## src/hw/asa_pkg.sv

```systemverilog
// Constants, types and helpers for the async serial adapter
// How it works
// - Data write captures byte, clears tx empty
// - Idle transmitter takes next queued byte, sets empty once the queue drains
// - Next byte follows last stop bit directly
// - Finished character loads empty holding, sets full
// - Data read clears full unless an overrun is pending, keeps byte
// - Full holding register blocks further loads
// - Write-only control register at select low
// - Bits 1:0 pick divide or master reset
// - Master reset clears status and both shifters
// - Bits 4:2 pick length, parity, stop bits
// - Format changes act at once
// - Bits 6:5 drive request, tx interrupt, break
// - Bit 7 enables receive side interrupts
// - Read-only status register at select low
// - Fixed status bit positions
// - Carrier input high shows receiver empty
// - Carrier loss latches, status-then-data read clears
// - Clear-to-send mirrored, high inhibits tx empty
// - Missing first stop sets framing error
// - Overrun shown after read, data read clears
// - Parity error per character, off without parity
// - Seven-bit modes zero bit 7, LSB first
// - Status bit 7 mirrors interrupt output
// - Launch on tx clock fall, sample on rise
// - Start bit confirmed after half bit in divide 16 and 64, not in divide 1
package asa_pkg;
  localparam logic [7:0] ASA_CTRL_RESET = 8'h03;
  localparam int ASA_CB_DIV = 0;
  localparam int ASA_CB_FMT = 2;
  localparam int ASA_CB_TXC = 5;
  localparam int ASA_CB_RIE = 7;
  localparam int ASA_SB_RXF = 0;
  localparam int ASA_SB_TXE = 1;
  localparam int ASA_SB_DCD = 2;
  localparam int ASA_SB_CTS = 3;
  localparam int ASA_SB_FE = 4;
  localparam int ASA_SB_OVR = 5;
  localparam int ASA_SB_PE = 6;
  localparam int ASA_SB_IRQ = 7;
  localparam logic [1:0] ASA_DIV1 = 2'h0;
  localparam logic [1:0] ASA_DIV16 = 2'h1;
  localparam logic [1:0] ASA_DIV64 = 2'h2;
  localparam logic [1:0] ASA_MRESET = 2'h3;
  localparam logic [1:0] ASA_TXC_QUIET = 2'h0;
  localparam logic [1:0] ASA_TXC_INT = 2'h1;
  localparam logic [1:0] ASA_TXC_RTS_HI = 2'h2;
  localparam logic [1:0] ASA_TXC_BREAK = 2'h3;
  localparam logic [5:0] ASA_LAST16 = 6'h0F;
  localparam logic [5:0] ASA_LAST64 = 6'h3F;
  localparam logic [5:0] ASA_HALF16 = 6'h07;
  localparam logic [5:0] ASA_HALF64 = 6'h1F;
  localparam logic [2:0] ASA_LAST7 = 3'h6;
  localparam logic [2:0] ASA_LAST8 = 3'h7;
  localparam int ASA_FIFO_DEPTH = 8;

  typedef enum logic [2:0] {TX_IDLE, TX_START, TX_DATA, TX_PAR, TX_STOP1, TX_STOP2} asa_tx_st_t;
  typedef enum logic [2:0] {RX_IDLE, RX_START, RX_DATA, RX_PAR, RX_STOP} asa_rx_st_t;

  typedef struct packed {
    logic cs0;
    logic cs1;
    logic cs2_n;
    logic register_select;
    logic rw;
    logic e;
    logic [7:0] data;
  } asa_bus_t;

  typedef struct packed {
    logic rxd;
    logic rx_clk;
    logic tx_clk;
    logic cts_n;
    logic dcd_n;
  } asa_modem_t;

  typedef struct packed {
    logic eight;
    logic par_en;
    logic par_odd;
    logic stop2;
  } asa_frame_t;

  typedef struct packed {
    logic [5:0] cnt;
    logic half;
  } asa_timer_t;

  typedef struct packed {
    logic [7:0] ctrl;
    logic [7:0] rx_hold;
    logic rx_full;
    logic fe;
    logic pe;
    logic ovr;
    logic ovr_pend;
    logic dcd_lat;
    logic dcd_armed;
    logic dcd_prev;
    logic e_prev;
    logic txc_prev;
    logic rxc_prev;
    logic irq;
    logic [7:0] dout;
    logic doe;
    logic rts_n;
    logic tx_bit;
    logic tx_line;
    asa_tx_st_t tx_st;
    logic [7:0] tx_sh;
    logic [2:0] tx_cnt;
    logic tx_par;
    asa_rx_st_t rx_st;
    logic [7:0] rx_sh;
    logic [2:0] rx_cnt;
    logic rx_par;
  } asa_state_t;

  function automatic asa_frame_t asa_decode(input logic [2:0] f);
    asa_frame_t r;
    r.eight = f[2];
    r.par_en = ~f[2] | f[1];
    r.par_odd = f[0];
    r.stop2 = (~f[2] & ~f[1]) | (f[2] & ~f[1] & ~f[0]);
    return r;
  endfunction

  function automatic logic [5:0] asa_limit(input logic [1:0] div, input logic half);
    logic [5:0] r;
    r = 6'h00;
    if (div == ASA_DIV16) begin
      r = half ? ASA_HALF16 : ASA_LAST16;
    end else if (div == ASA_DIV64) begin
      r = half ? ASA_HALF64 : ASA_LAST64;
    end
    return r;
  endfunction
endpackage

```

## src/hw/asa_bit_timer.sv

```systemverilog
// Bit period divider for the serial clocks
`timescale 1ns/100ps
module asa_bit_timer (
  input wire logic mclk,
  input wire logic rstn,
  input wire logic clr,
  input wire logic tick,
  input wire logic restart,
  input wire logic [1:0] div,
  output logic strobe
);
  import asa_pkg::*;
  asa_timer_t q, d;
  logic [5:0] limit;

  always_comb begin
    d = q;
    strobe = 1'b0;
    limit = asa_limit(div, q.half);
    if (clr) begin
      d = '0;
    end else if (restart) begin
      // Half bit first so later strobes land mid-bit
      d.cnt = 6'h00;
      d.half = 1'b1;
    end else if (tick) begin
      if (q.cnt >= limit) begin
        strobe = 1'b1;
        d.cnt = 6'h00;
        d.half = 1'b0;
      end else begin
        d.cnt = q.cnt + 6'h01;
      end
    end
  end

  always_ff @(posedge mclk) begin
    if (!rstn) begin
      q <= '0;
    end else begin
      q <= d;
    end
  end
endmodule // asa_bit_timer

```

## src/hw/asa_fifo.sv

```systemverilog
// Transmit byte queue with valid and ready on both sides
`timescale 1ns/100ps
module asa_fifo #(
  parameter int WIDTH = 8,
  parameter int DEPTH = 8
) (
  input wire logic mclk,
  input wire logic rstn,
  input wire logic clr,
  input wire logic in_valid,
  output logic in_ready,
  input wire logic [WIDTH-1:0] in_data,
  output logic out_valid,
  input wire logic out_ready,
  output logic [WIDTH-1:0] out_data
);
  localparam int AW = $clog2(DEPTH);
  typedef struct packed {
    logic [DEPTH-1:0][WIDTH-1:0] mem;
    logic [AW-1:0] wp;
    logic [AW-1:0] rp;
    logic [AW:0] cnt;
  } asa_fifo_st_t;
  asa_fifo_st_t q, d;
  logic push, pop;

  assign in_ready = (q.cnt != (AW+1)'(DEPTH));
  assign out_valid = (q.cnt != '0);
  assign out_data = q.mem[q.rp];
  assign push = in_valid && in_ready;
  assign pop = out_valid && out_ready;

  always_comb begin
    d = q;
    if (clr) begin
      d.wp = '0;
      d.rp = '0;
      d.cnt = '0;
    end else begin
      if (push) begin
        d.mem[q.wp] = in_data;
        d.wp = (q.wp == AW'(DEPTH - 1)) ? '0 : q.wp + AW'(1);
      end
      if (pop) begin
        d.rp = (q.rp == AW'(DEPTH - 1)) ? '0 : q.rp + AW'(1);
      end
      d.cnt = q.cnt + (AW+1)'(push) - (AW+1)'(pop);
    end
  end

  always_ff @(posedge mclk) begin
    if (!rstn) begin
      q <= '0;
    end else begin
      q <= d;
    end
  end
endmodule // asa_fifo

```

## src/hw/asa_adapter.sv

```systemverilog
// Async serial adapter: bus registers, transmitter and receiver
`timescale 1ns/100ps
module asa_adapter (
  input wire logic mclk,
  input wire logic rstn,
  input wire asa_pkg::asa_bus_t bus,
  input wire asa_pkg::asa_modem_t modem,
  output logic [7:0] data_drive,
  output logic data_en,
  output logic tx_line,
  output logic rts_n,
  output logic irq_low_en
);
  import asa_pkg::*;

  asa_state_t q, d;
  asa_frame_t frm;
  logic sel, e_fall, wr_data, wr_ctrl, rd_data, rd_stat;
  logic mres, tx_tick, rx_tick, tx_strobe, rx_strobe, rx_restart, rx_clr;
  logic fifo_in_ready, fifo_valid, fifo_pop;
  logic [7:0] fifo_data, stat, rx_byte;
  logic txe_shown, rxf_shown, dcd_rise, tx_take;
  logic [2:0] tx_last, rx_last;

  // Bus strobe sampled on mclk; accesses act on its falling edge
  assign sel = bus.cs0 && bus.cs1 && !bus.cs2_n;
  assign e_fall = q.e_prev && !bus.e && sel;
  assign wr_data = e_fall && bus.register_select && !bus.rw;
  assign wr_ctrl = e_fall && !bus.register_select && !bus.rw;
  assign rd_data = e_fall && bus.register_select && bus.rw;
  assign rd_stat = e_fall && !bus.register_select && bus.rw;

  assign mres = (q.ctrl[ASA_CB_DIV +: 2] == ASA_MRESET);
  assign frm = asa_decode(q.ctrl[ASA_CB_FMT +: 3]);
  assign tx_last = frm.eight ? ASA_LAST8 : ASA_LAST7;
  assign rx_last = frm.eight ? ASA_LAST8 : ASA_LAST7;
  assign tx_tick = q.txc_prev && !modem.tx_clk;
  assign rx_tick = !q.rxc_prev && modem.rx_clk;
  assign rx_clr = mres || modem.dcd_n;
  assign dcd_rise = !q.dcd_prev && modem.dcd_n;

  // Status view; empty inhibited by clear-to-send, full masked by carrier loss
  assign txe_shown = !fifo_valid && !modem.cts_n;
  assign rxf_shown = q.rx_full && !modem.dcd_n;
  always_comb begin
    stat = 8'h00;
    stat[ASA_SB_RXF] = rxf_shown;
    stat[ASA_SB_TXE] = txe_shown;
    stat[ASA_SB_DCD] = q.dcd_lat || modem.dcd_n;
    stat[ASA_SB_CTS] = modem.cts_n;
    stat[ASA_SB_FE] = q.fe;
    stat[ASA_SB_OVR] = q.ovr;
    stat[ASA_SB_PE] = q.pe;
    stat[ASA_SB_IRQ] = q.irq;
  end

  assign rx_byte = frm.eight ? q.rx_sh : {1'b0, q.rx_sh[7:1]};
  assign tx_take = tx_strobe && (q.tx_st == TX_IDLE || (q.tx_st == TX_STOP1 && !frm.stop2)
                   || q.tx_st == TX_STOP2);
  assign fifo_pop = tx_take && !mres;

  asa_fifo #(
    .WIDTH(8),
    .DEPTH(ASA_FIFO_DEPTH)
  ) u_fifo (
    .mclk(mclk),
    .rstn(rstn),
    .clr(mres),
    .in_valid(wr_data),
    .in_ready(fifo_in_ready),
    .in_data(bus.data),
    .out_valid(fifo_valid),
    .out_ready(fifo_pop),
    .out_data(fifo_data)
  );

  asa_bit_timer u_tx_timer (
    .mclk(mclk),
    .rstn(rstn),
    .clr(mres),
    .tick(tx_tick),
    .restart(1'b0),
    .div(q.ctrl[ASA_CB_DIV +: 2]),
    .strobe(tx_strobe)
  );

  asa_bit_timer u_rx_timer (
    .mclk(mclk),
    .rstn(rstn),
    .clr(rx_clr),
    .tick(rx_tick),
    .restart(rx_restart),
    .div(q.ctrl[ASA_CB_DIV +: 2]),
    .strobe(rx_strobe)
  );

  always_comb begin
    d = q;
    rx_restart = 1'b0;
    d.e_prev = bus.e;
    d.txc_prev = modem.tx_clk;
    d.rxc_prev = modem.rx_clk;
    d.dcd_prev = modem.dcd_n;

    // Read data stays on the pins while the strobe is high
    d.doe = bus.e && sel && bus.rw;
    if (bus.e && sel && bus.rw) begin
      d.dout = bus.register_select ? q.rx_hold : stat;
    end

    if (wr_ctrl) begin
      d.ctrl = bus.data;
    end

    // Transmitter, one step per bit boundary
    if (tx_strobe) begin
      case (q.tx_st)
        TX_START: begin
          d.tx_bit = q.tx_sh[0];
          d.tx_par = q.tx_sh[0];
          d.tx_sh = {1'b0, q.tx_sh[7:1]};
          d.tx_cnt = 3'h0;
          d.tx_st = TX_DATA;
        end
        TX_DATA: begin
          if (q.tx_cnt == tx_last) begin
            if (frm.par_en) begin
              d.tx_bit = q.tx_par ^ frm.par_odd;
              d.tx_st = TX_PAR;
            end else begin
              d.tx_bit = 1'b1;
              d.tx_st = TX_STOP1;
            end
          end else begin
            d.tx_bit = q.tx_sh[0];
            d.tx_par = q.tx_par ^ q.tx_sh[0];
            d.tx_sh = {1'b0, q.tx_sh[7:1]};
            d.tx_cnt = q.tx_cnt + 3'h1;
          end
        end
        TX_PAR: begin
          d.tx_bit = 1'b1;
          d.tx_st = TX_STOP1;
        end
        TX_STOP1: begin
          if (frm.stop2) begin
            d.tx_st = TX_STOP2;
          end
        end
        TX_IDLE, TX_STOP2: begin
          d.tx_bit = 1'b1;
        end
        default: begin
          d.tx_st = TX_IDLE;
        end
      endcase
      if (tx_take) begin
        // Start bit of the next queued byte follows the stop bit at once
        if (fifo_valid) begin
          d.tx_sh = fifo_data;
          d.tx_bit = 1'b0;
          d.tx_st = TX_START;
        end else begin
          d.tx_bit = 1'b1;
          d.tx_st = TX_IDLE;
        end
      end
    end

    // Receiver, one step per mid-bit sample
    if (rx_tick && q.rx_st == RX_IDLE && !modem.rxd) begin
      if (q.ctrl[ASA_CB_DIV +: 2] == ASA_DIV1) begin
        d.rx_st = RX_DATA;
        d.rx_cnt = 3'h0;
        d.rx_par = 1'b0;
      end else begin
        rx_restart = 1'b1;
        d.rx_st = RX_START;
      end
    end else if (rx_strobe) begin
      case (q.rx_st)
        RX_START: begin
          // Glitch shorter than half a bit is dropped
          d.rx_st = modem.rxd ? RX_IDLE : RX_DATA;
          d.rx_cnt = 3'h0;
          d.rx_par = 1'b0;
        end
        RX_DATA: begin
          d.rx_sh = {modem.rxd, q.rx_sh[7:1]};
          d.rx_par = q.rx_par ^ modem.rxd;
          if (q.rx_cnt == rx_last) begin
            d.rx_st = frm.par_en ? RX_PAR : RX_STOP;
          end else begin
            d.rx_cnt = q.rx_cnt + 3'h1;
          end
        end
        RX_PAR: begin
          d.rx_par = q.rx_par ^ modem.rxd ^ frm.par_odd;
          d.rx_st = RX_STOP;
        end
        RX_STOP: begin
          d.rx_st = RX_IDLE;
          if (!q.rx_full) begin
            d.rx_hold = rx_byte;
            d.rx_full = 1'b1;
            d.fe = !modem.rxd;
            d.pe = frm.par_en && q.rx_par;
          end else begin
            d.ovr_pend = 1'b1;
          end
        end
        default: begin
          d.rx_st = RX_IDLE;
        end
      endcase
    end

    // Data read: overrun waits behind the valid byte it follows
    if (rd_data) begin
      if (q.ovr_pend) begin
        d.ovr = 1'b1;
        d.ovr_pend = 1'b0;
      end else begin
        d.ovr = 1'b0;
        d.rx_full = 1'b0;
      end
      if (q.dcd_armed) begin
        d.dcd_lat = 1'b0;
        d.dcd_armed = 1'b0;
      end
    end
    if (rd_stat && q.dcd_lat) begin
      d.dcd_armed = 1'b1;
    end
    // A late overrun still wins over the clearing read
    if (rx_strobe && q.rx_st == RX_STOP && q.rx_full && !rx_clr) begin
      d.ovr_pend = 1'b1;
    end
    if (dcd_rise) begin
      d.dcd_lat = 1'b1;
    end

    if (modem.dcd_n) begin
      d.rx_st = RX_IDLE;
    end
    if (mres) begin
      d.rx_full = 1'b0;
      d.fe = 1'b0;
      d.pe = 1'b0;
      d.ovr = 1'b0;
      d.ovr_pend = 1'b0;
      d.dcd_lat = 1'b0;
      d.dcd_armed = 1'b0;
      d.tx_st = TX_IDLE;
      d.rx_st = RX_IDLE;
      d.tx_bit = 1'b1;
    end

    d.irq = (txe_shown && q.ctrl[ASA_CB_TXC +: 2] == ASA_TXC_INT) ||
            (q.ctrl[ASA_CB_RIE] && (rxf_shown || q.ovr || q.dcd_lat));
    d.rts_n = (q.ctrl[ASA_CB_TXC +: 2] == ASA_TXC_RTS_HI);
    d.tx_line = (q.ctrl[ASA_CB_TXC +: 2] == ASA_TXC_BREAK) ? 1'b0 : d.tx_bit;
  end

  always_ff @(posedge mclk) begin
    if (!rstn) begin
      q <= '0;
      q.ctrl <= ASA_CTRL_RESET;
      q.tx_bit <= 1'b1;
      q.tx_line <= 1'b1;
      q.tx_st <= TX_IDLE;
      q.rx_st <= RX_IDLE;
    end else begin
      q <= d;
    end
  end

  assign data_drive = q.dout;
  assign data_en = q.doe;
  assign tx_line = q.tx_line;
  assign rts_n = q.rts_n;
  assign irq_low_en = q.irq;

  wr_data_capture_a: assert property (@(posedge mclk) disable iff (!rstn)
    (wr_data && fifo_in_ready && !mres) |=> fifo_valid)
    else $error("Written byte did not reach the queue");

  rd_clears_full_a: assert property (@(posedge mclk) disable iff (!rstn)
    (rd_data && q.rx_full && !q.ovr_pend) |=> (!q.rx_full && $stable(q.rx_hold)))
    else $error("Data read did not clear full or changed the byte");

  full_blocks_load_a: assert property (@(posedge mclk) disable iff (!rstn)
    (q.rx_full && !rd_data && !mres) |=> $stable(q.rx_hold))
    else $error("Holding register changed while full");

  mreset_clears_a: assert property (@(posedge mclk) disable iff (!rstn)
    mres |=> (!q.rx_full && !q.ovr && !q.dcd_lat && q.tx_st == TX_IDLE))
    else $error("Master reset left status or transmitter set");

  rts_follows_ctrl_a: assert property (@(posedge mclk) disable iff (!rstn)
    ##1 (rts_n == ($past(q.ctrl[ASA_CB_TXC +: 2]) == ASA_TXC_RTS_HI)))
    else $error("Request-to-send does not follow control bits");

  break_space_a: assert property (@(posedge mclk) disable iff (!rstn)
    (q.ctrl[ASA_CB_TXC +: 2] == ASA_TXC_BREAK) |=> !tx_line)
    else $error("Break selected but line not at space");

  cts_inhibit_a: assert property (@(posedge mclk) disable iff (!rstn)
    modem.cts_n |-> (!stat[ASA_SB_TXE] && stat[ASA_SB_CTS]))
    else $error("Transmit empty shown while clear-to-send high");

  dcd_masks_full_a: assert property (@(posedge mclk) disable iff (!rstn)
    modem.dcd_n |-> (!stat[ASA_SB_RXF] && stat[ASA_SB_DCD]))
    else $error("Full shown while carrier input high");

  rx_irq_raise_a: assert property (@(posedge mclk) disable iff (!rstn)
    (q.ctrl[ASA_CB_RIE] && q.ovr) |=> irq_low_en)
    else $error("Enabled overrun did not raise interrupt");

  seven_bit_zero_a: assert property (@(posedge mclk) disable iff (!rstn)
    ($rose(q.rx_full) && !$past(frm.eight)) |-> !q.rx_hold[7])
    else $error("Seven-bit character kept bit 7");
endmodule // asa_adapter

```

## config.mk

```make
export PLATFORM = sky130hd
export DESIGN_NAME = asa_adapter
export DESIGN_NICKNAME = d
export VERILOG_FILES = /design/src/hw/asa_pkg.sv /design/src/hw/asa_bit_timer.sv /design/src/hw/asa_fifo.sv /design/src/hw/asa_adapter.sv
export SDC_FILE = /design/constraint.sdc
export NUM_CORES = 1
export LEC_CHECK = 0
export ABC_AREA = 1
export ABC_CLOCK_PERIOD_IN_PS = 3000
export BUFFER_PORTS_ARGS = -buffer_cell sky130_fd_sc_hd__buf_2
export CORE_AREA = 2 2 142 144
export CTS_CLUSTER_DIAMETER = 50
export DETAILED_ROUTE_END_ITERATION = 8
export DIE_AREA = 0 0 144 146
export HOLD_SLACK_MARGIN = 0.08
export PLACE_DENSITY = 0.59
export SYNTH_ARGS = -nofsm -noshare
export SYNTH_HDL_FRONTEND = slang
export SYNTH_SLANG_ARGS = --single-unit
export TNS_END_PERCENT = 50
```

## constraint.sdc

```tcl
create_clock -name mclk -period 3 [get_ports mclk]
set_input_delay 0.45 -clock mclk [delete_from_list [all_inputs] [get_ports mclk]]
set_output_delay 0.45 -clock mclk [all_outputs]
set_load 0.02 [all_outputs]
```

# Word-level counts from Yosys, hierarchy flattened
# Cells that the tools add are included.
dict set report op_classes {
  n_addsub 8
  mul 0
  n_div 0
  magnitude_cmp 5
  eq_ne 27
  shifts 0
  n_mux 76
  bitwise_logic 16
  n_reduce_logical 82
}
# cell n
set ops {}
lappend ops {{64-bit bitwise mux} 1}
lappend ops {{8-bit two-way mux} 6}
lappend ops {{6-bit two-way mux} 7}
lappend ops {{3-bit two-way mux} 12}
lappend ops {{1-bit logical AND} 32}
lappend ops {{1-bit two-way mux} 32}
lappend ops {{8-bit binary-select mux with 3-bit select} 1}
lappend ops {{8-bit demux with 3-bit select} 1}
lappend ops {{12-bit case mux with 2 select lines} 1}
lappend ops {{3-bit equality test, second input constant} 5}
lappend ops {{15-bit two-way mux} 1}
lappend ops {{3-bit case mux with 5 select lines} 1}
lappend ops {{1-bit zero test} 14}
lappend ops {{2-bit nonzero test} 7}
lappend ops {{3-bit by 1-bit adder with 3-bit output, second input constant} 4}
lappend ops {{6-bit by 1-bit adder with 6-bit output, second input constant} 2}
lappend ops {{3-bit by 2-bit equality test with 1-bit output, second input constant} 4}
lappend ops {{6-bit greater-or-equal comparator} 2}
lappend ops {{12-bit two-way mux} 1}
lappend ops {{4-bit two-way mux} 3}
lappend ops {{3-bit != test, second input constant} 4}
lappend ops {{4-bit AND reduction} 3}
lappend ops {{11-bit two-way mux} 1}
lappend ops {{3-bit case mux with 3 select lines} 1}
lappend ops {{other kinds (27)} 68}
dict set report word_totals {
  reg_bits 157
  latchBits 0
  mem_bits_rw 0
  mem_bits_ro 0
  out_inout_bits 12
  elab_cells 255
  mem_count 0
}

# Longest topological paths before layout
dict set report depth {
  word_depth 13
  mapped_depth 19
}

# Hierarchy
# A second synthesis with hierarchy kept.
dict set report hier_totals {
  hier_cells 1233
  area_unflattened_um2 8272.9
}
# mod n_inst cells_each area_each_um2 seq_area_each_um2
set by_module_without_submodules {}
lappend by_module_without_submodules {asa_fifo 1 592 3880.0 1481.4}
lappend by_module_without_submodules {asa_adapter 1 503 3407.0 1401.3}
lappend by_module_without_submodules {asa_bit_timer 2 69 493.0 140.1}

# Least setup slack after synthesis
# No wires, ideal clock.
dict set report synth_timing {
  path_type {register to register}
  start {reg q[63] (netlist name)}
  end {reg u_fifo.q[2] (netlist name)}
  setup_time_ns 0.128
  arrival_time_ns 2.754
  required_ns 2.872
  slack_ns 0.119
  path_stages_with_launch 19
  synth_period_minus_slack_ns 2.881
  path_cell_list {dfxtp_1 inv_1 ha_1 inv_1 ha_1 nand2_1 nand2_1 nand3_1 nand2_1 nand3_2 nor2_1 nand2_1 inv_1 ha_1 inv_1 ha_1 fa_1 xnor2_1 nor2_1}
}
dict set report synth_via {
  elab_chain_cells 11
}
# element line_no
set synth_lines {}
lappend synth_lines {{from (decl)} asa_adapter.sv:16} ;# asa_state_t q, d;
lappend synth_lines {{2-bit equality test} asa_pkg.sv:135} ;# end else if (div == ASA_DIV64) begin
lappend synth_lines {{6-bit two-way mux} asa_pkg.sv:135}
lappend synth_lines {{6-bit two-way mux} asa_pkg.sv:133} ;# if (div == ASA_DIV16) begin
lappend synth_lines {{6-bit greater-or-equal comparator} asa_bit_timer.sv:27} ;# if (q.cnt >= limit) begin
lappend synth_lines {{1-bit two-way mux} asa_bit_timer.sv:27}
lappend synth_lines {{1-bit two-way mux} asa_bit_timer.sv:26} ;# end else if (tick) begin
lappend synth_lines {{1-bit two-way mux} asa_bit_timer.sv:20} ;# if (clr) begin
lappend synth_lines {{1-bit logical AND} asa_adapter.sv:58} ;# assign tx_take = tx_strobe && (q.tx_st == TX_IDLE || (q.tx_st == TX_STOP1 && !frm.stop2)
lappend synth_lines {{1-bit logical AND (*)} asa_adapter.sv:60} ;# assign fifo_pop = tx_take && !mres;
lappend synth_lines {{1-bit logical AND (*)} asa_fifo.sv:31} ;# assign pop = out_valid && out_ready;
lappend synth_lines {{named net u_fifo.pop} asa_fifo.sv:25} ;# logic push, pop;
lappend synth_lines {{4-bit by 1-bit subtractor with 4-bit output (*)} asa_fifo.sv:47} ;# d.cnt = q.cnt + (AW+1)'(push) - (AW+1)'(pop);
lappend synth_lines {{to (signal assigned)} asa_fifo.sv:53} ;# q <= '0;
lappend synth_lines {{to (signal assigned)} asa_fifo.sv:55} ;# q <= d;
lappend synth_lines {{to (decl)} asa_fifo.sv:24} ;# asa_fifo_st_t q, d;
# Mark *: on every way through the listed nets, which the timed path passes. The rest lies on a longest branch.
# A chain may end at the register's enable or synchronous reset.

# Worst setup path in the final report
dict set report layout_timing {
  start {reg q[62] (netlist name)}
  end {reg u_fifo.q[1] (netlist name)}
}
# The elaborated chain is that of the path after synthesis.

==> impl_metrics.tcl <==
set metrics [dict create \
    grt_pass1_wl_mm 30.90 \
    drive_gt1_frac 0.1044 \
    crit_required_ns 3.30 \
    synth_top_cell_area_share 0.4098 \
    cts_sinks 157 \
    route.vias.total 6656 \
    diodes 0 \
    synth-adder-area-share 0.04502 \
    hold_path.class "input pin to flip-flop" \
    synth_top_cell_by_area "dfxtp_1" \
    core_area_mm2 0.01933 \
    cp_top_family "adder cells" \
    cts_tree "done" \
    slew_viol_final 0 \
    yosys-top-cells-area "dfxtp_1 41%, nand2_1 16%, a21oi_1 8.4%" \
    min_period_over_period 0.9350 \
    syn_avg_cell_area_um2 7.128 \
    synthSimpleGateAreaFrac 0.3002 \
    fillers 2035 \
    p_leak_nw 3.238 \
    ys_seq_area_frac 0.4098 \
    syn_inst 1076 \
    drv_cap 0 \
    r2r_setup_slack_ns 0.20 \
    cp-end-kind "flip-flop" \
    yosysUniqueCellTypes 44 \
    die_y_um 146 \
    h-tree-depth 4 \
    dpl.hpwl_mm 12.75 \
    start_util 0.3967 \
    critical_path.max_fanout 4 \
    synth_top_family_by_area "simple AND/OR/NAND/NOR gates" \
    path_cells "inv_1 > ha_1 > inv_2 > ha_1 > nand2_1 > nand2_1 > nand3_1 > nand2_1 > nand3_2 > nor2_2 > nand2_1 > inv_2 > ha_1 > inv_1 > ha_1 > fa_1 > inv_1 > nor2_1" \
    gp_congestion 0.8609 \
    status "complete, no violations" \
    ys_ff_latch 157 \
    port_buffers 32 \
    grt_max_degree 52 \
    synth_xor_area_frac 0.01142 \
    critPathMaxStageDelay_ns 0.41 \
    num_rows 51 \
    synth.cell_area_mm2 0.007670 \
    crit_arrival_ns 3.10 \
    clk_pin_slew_worst_paths_ns 0.06 \
    yosys_warnings 0 \
    finalSetupViolations 0 \
    max_slew_margin 0.2596 \
    stdcell_count 1367 \
    route.detailed.drc 0 \
    grt_pass1_vias 6190 \
    fin_worst_skew_ns 0.01330 \
    powerDensity_mw_per_mm2 502.6 \
    placed_cells 1335 \
    cts_max_path_buffers 2 \
    synth.most_common_cell "nand2_1" \
    crit_type "flip-flop to flip-flop" \
    worst_slew_pin_slew_ns 1.109 \
    synth_compound_area_frac 0.1380 \
    synth_mux_area_frac 0 \
    io_pins 33 \
    fmax_ghz 0.3565 \
    die-area_mm2 0.02102 \
    antenna_found_initial 0 \
    root_buffer "clkbuf_16" \
    period_needed_ns 2.805 \
    wire_per_inst_um 13.64 \
    reg2reg_from "q[62]" \
    syn_to_final_growth_pct 10.55 \
    crit_path_start "q[62]" \
    dieWidth_um 144 \
    start_kind "flip-flop" \
    firstDrtPassIters 5 \
    fin_nets 1137 \
    holdCritStartpoint "modem[3]" \
    insertion_delay_ns 0.43 \
    ys.flop_type "dfxtp_1" \
    first_iter_violations 353 \
    cpMaxStageDelayCell "fa_1" \
    path_buf_inv 5 \
    cts_buffers 17 \
    max-vdd-ir-drop_v 0.0004265 \
    grt_overflow 0 \
    hold_violations 0 \
    wl_mm 18.65 \
    ctsHoldBuffers 0 \
    syn-num-nets 1124 \
    synth_edf_count 0 \
    postRouteAntennaNets 0 \
    grt_usage 0.1844 \
    vias_per_cell 4.869 \
    final_util 0.4386 \
    synth_common_cells "318 x nand2_1, 157 x dfxtp_1, 128 x a21oi_1, 90 x nand3_1, 88 x inv_1" \
    ys_async_sr_fraction 0 \
]
## final cells by class
cell class	count	area (um^2)	area share
Clock inverter	12	101.3	0.01195
Clock buffer	20	456.7	0.05386
Tap cell	265	331.6	0.03910
Inverter	104	390.4	0.04604
Sequential cell	157	3146	0.3710
Multi-Input combinational cell	764	3796	0.4477
Timing Repair Buffer	45	257.7	0.03040
## where the power goes
| part | total [mW] | internal, mW | switching, mW |
|---|---|---|---|
| clock | 2.05 | 1.12 | 0.927 |
| sequential | 2.09 | 2.09 | 0.00200 |
| combinational | 0.121 | 0.0290 | 0.0924 |
## layer usage
layer  GRT usage  share of wire  vias to the layer above  wire length, um
met2      0.2955           0.47                       89             8815
met4     0.06716          0.021                        0              383
met1      0.2487           0.48                     3029             8921
met5           0              0                        -                0
met3     0.03159          0.028                       28              525
li1            -              -                     3510                -
## worst register-to-register path, cell delays in order, from the launching register on
cell,delay [ns]
dfxtp_2,0.34
inv_1,0.08
ha_1,0.31
inv_2,0.06
ha_1,0.27
nand2_1,0.05
nand2_1,0.05
nand3_1,0.06
nand2_1,0.10
nand3_2,0.10
nor2_2,0.12
nand2_1,0.09
inv_2,0.09
ha_1,0.23
inv_1,0.05
ha_1,0.17
fa_1,0.41
inv_1,0.06
nor2_1,0.04
## sequential cells by signal, indices dropped and copies added (netlist names)
name and flops:
rts_n 1, irq_low_en 1, u_rx_timer.q 7, q 56, u_tx_timer.q 6, data_drive 8
tx_line 1, data_en 1, frm 2, u_fifo.q 74
## cells in the final DEF, fill, tap and decap left out, drive strengths merged, types with 2 or more instances in the layout
| cell type | synthesis | routed |
|---|---|---|
| a211oi | 4 | 4 |
| a21o | 2 | 2 |
| a21oi | 128 | 128 |
| a31oi | 7 | 7 |
| buf | 22 | 45 |
| clkbuf | 18 | 20 |
| clkinv | 6 | 8 |
| clkinvlp | 0 | 3 |
| dfxtp | 157 | 157 |
| ha | 26 | 26 |
| inv | 98 | 105 |
| nand2 | 321 | 321 |
| nand3 | 91 | 91 |
| nand3b | 2 | 2 |
| nand4 | 4 | 4 |
| nor2 | 77 | 77 |
| nor3 | 21 | 21 |
| nor4 | 2 | 2 |
| o211ai | 2 | 2 |
| o21ai | 58 | 58 |
| or2 | 2 | 2 |
| xnor2 | 4 | 4 |
| xor2 | 6 | 6 |
## worst paths after layout
path / to / depth (start not counted)
setup / recovery: u_fifo.q[1] / 18
hold / removal: q[43] / 3
setup reg to reg: u_fifo.q[1] / 18
hold reg to reg: u_fifo.q[31] / 2
## kinds of logic after synthesis
logic type | count (synthesis)
xor+xnor | 10
buf+inv | 155
compound gates | 204
simple gates | 523
flops | 157
fa+ha+maj | 27
## timing repair
action,in CTS,in global routing
setup endpoints to repair,0,4
buffers inserted,0,0
resized for setup,0,6
## stage by stage
stage               power, mW  instance area [um^2]  hold slack [ns]  setup slack [ns]   TNS (ns)
floorplan               2.224                  7670           0.4224            0.1187          0
global placement        2.261                  7916           0.4493            0.1046          0
detailed placement      2.261                  7916           0.4535           0.03621          0
CTS                     4.305                  8474           0.2004           0.03494          0
global route            4.403                  8479           0.2043         -0.001014  -0.001014
finish                  4.261                  8479           0.2131            0.1950          0
No activity file was read; power rests on OpenSTA's default activity.
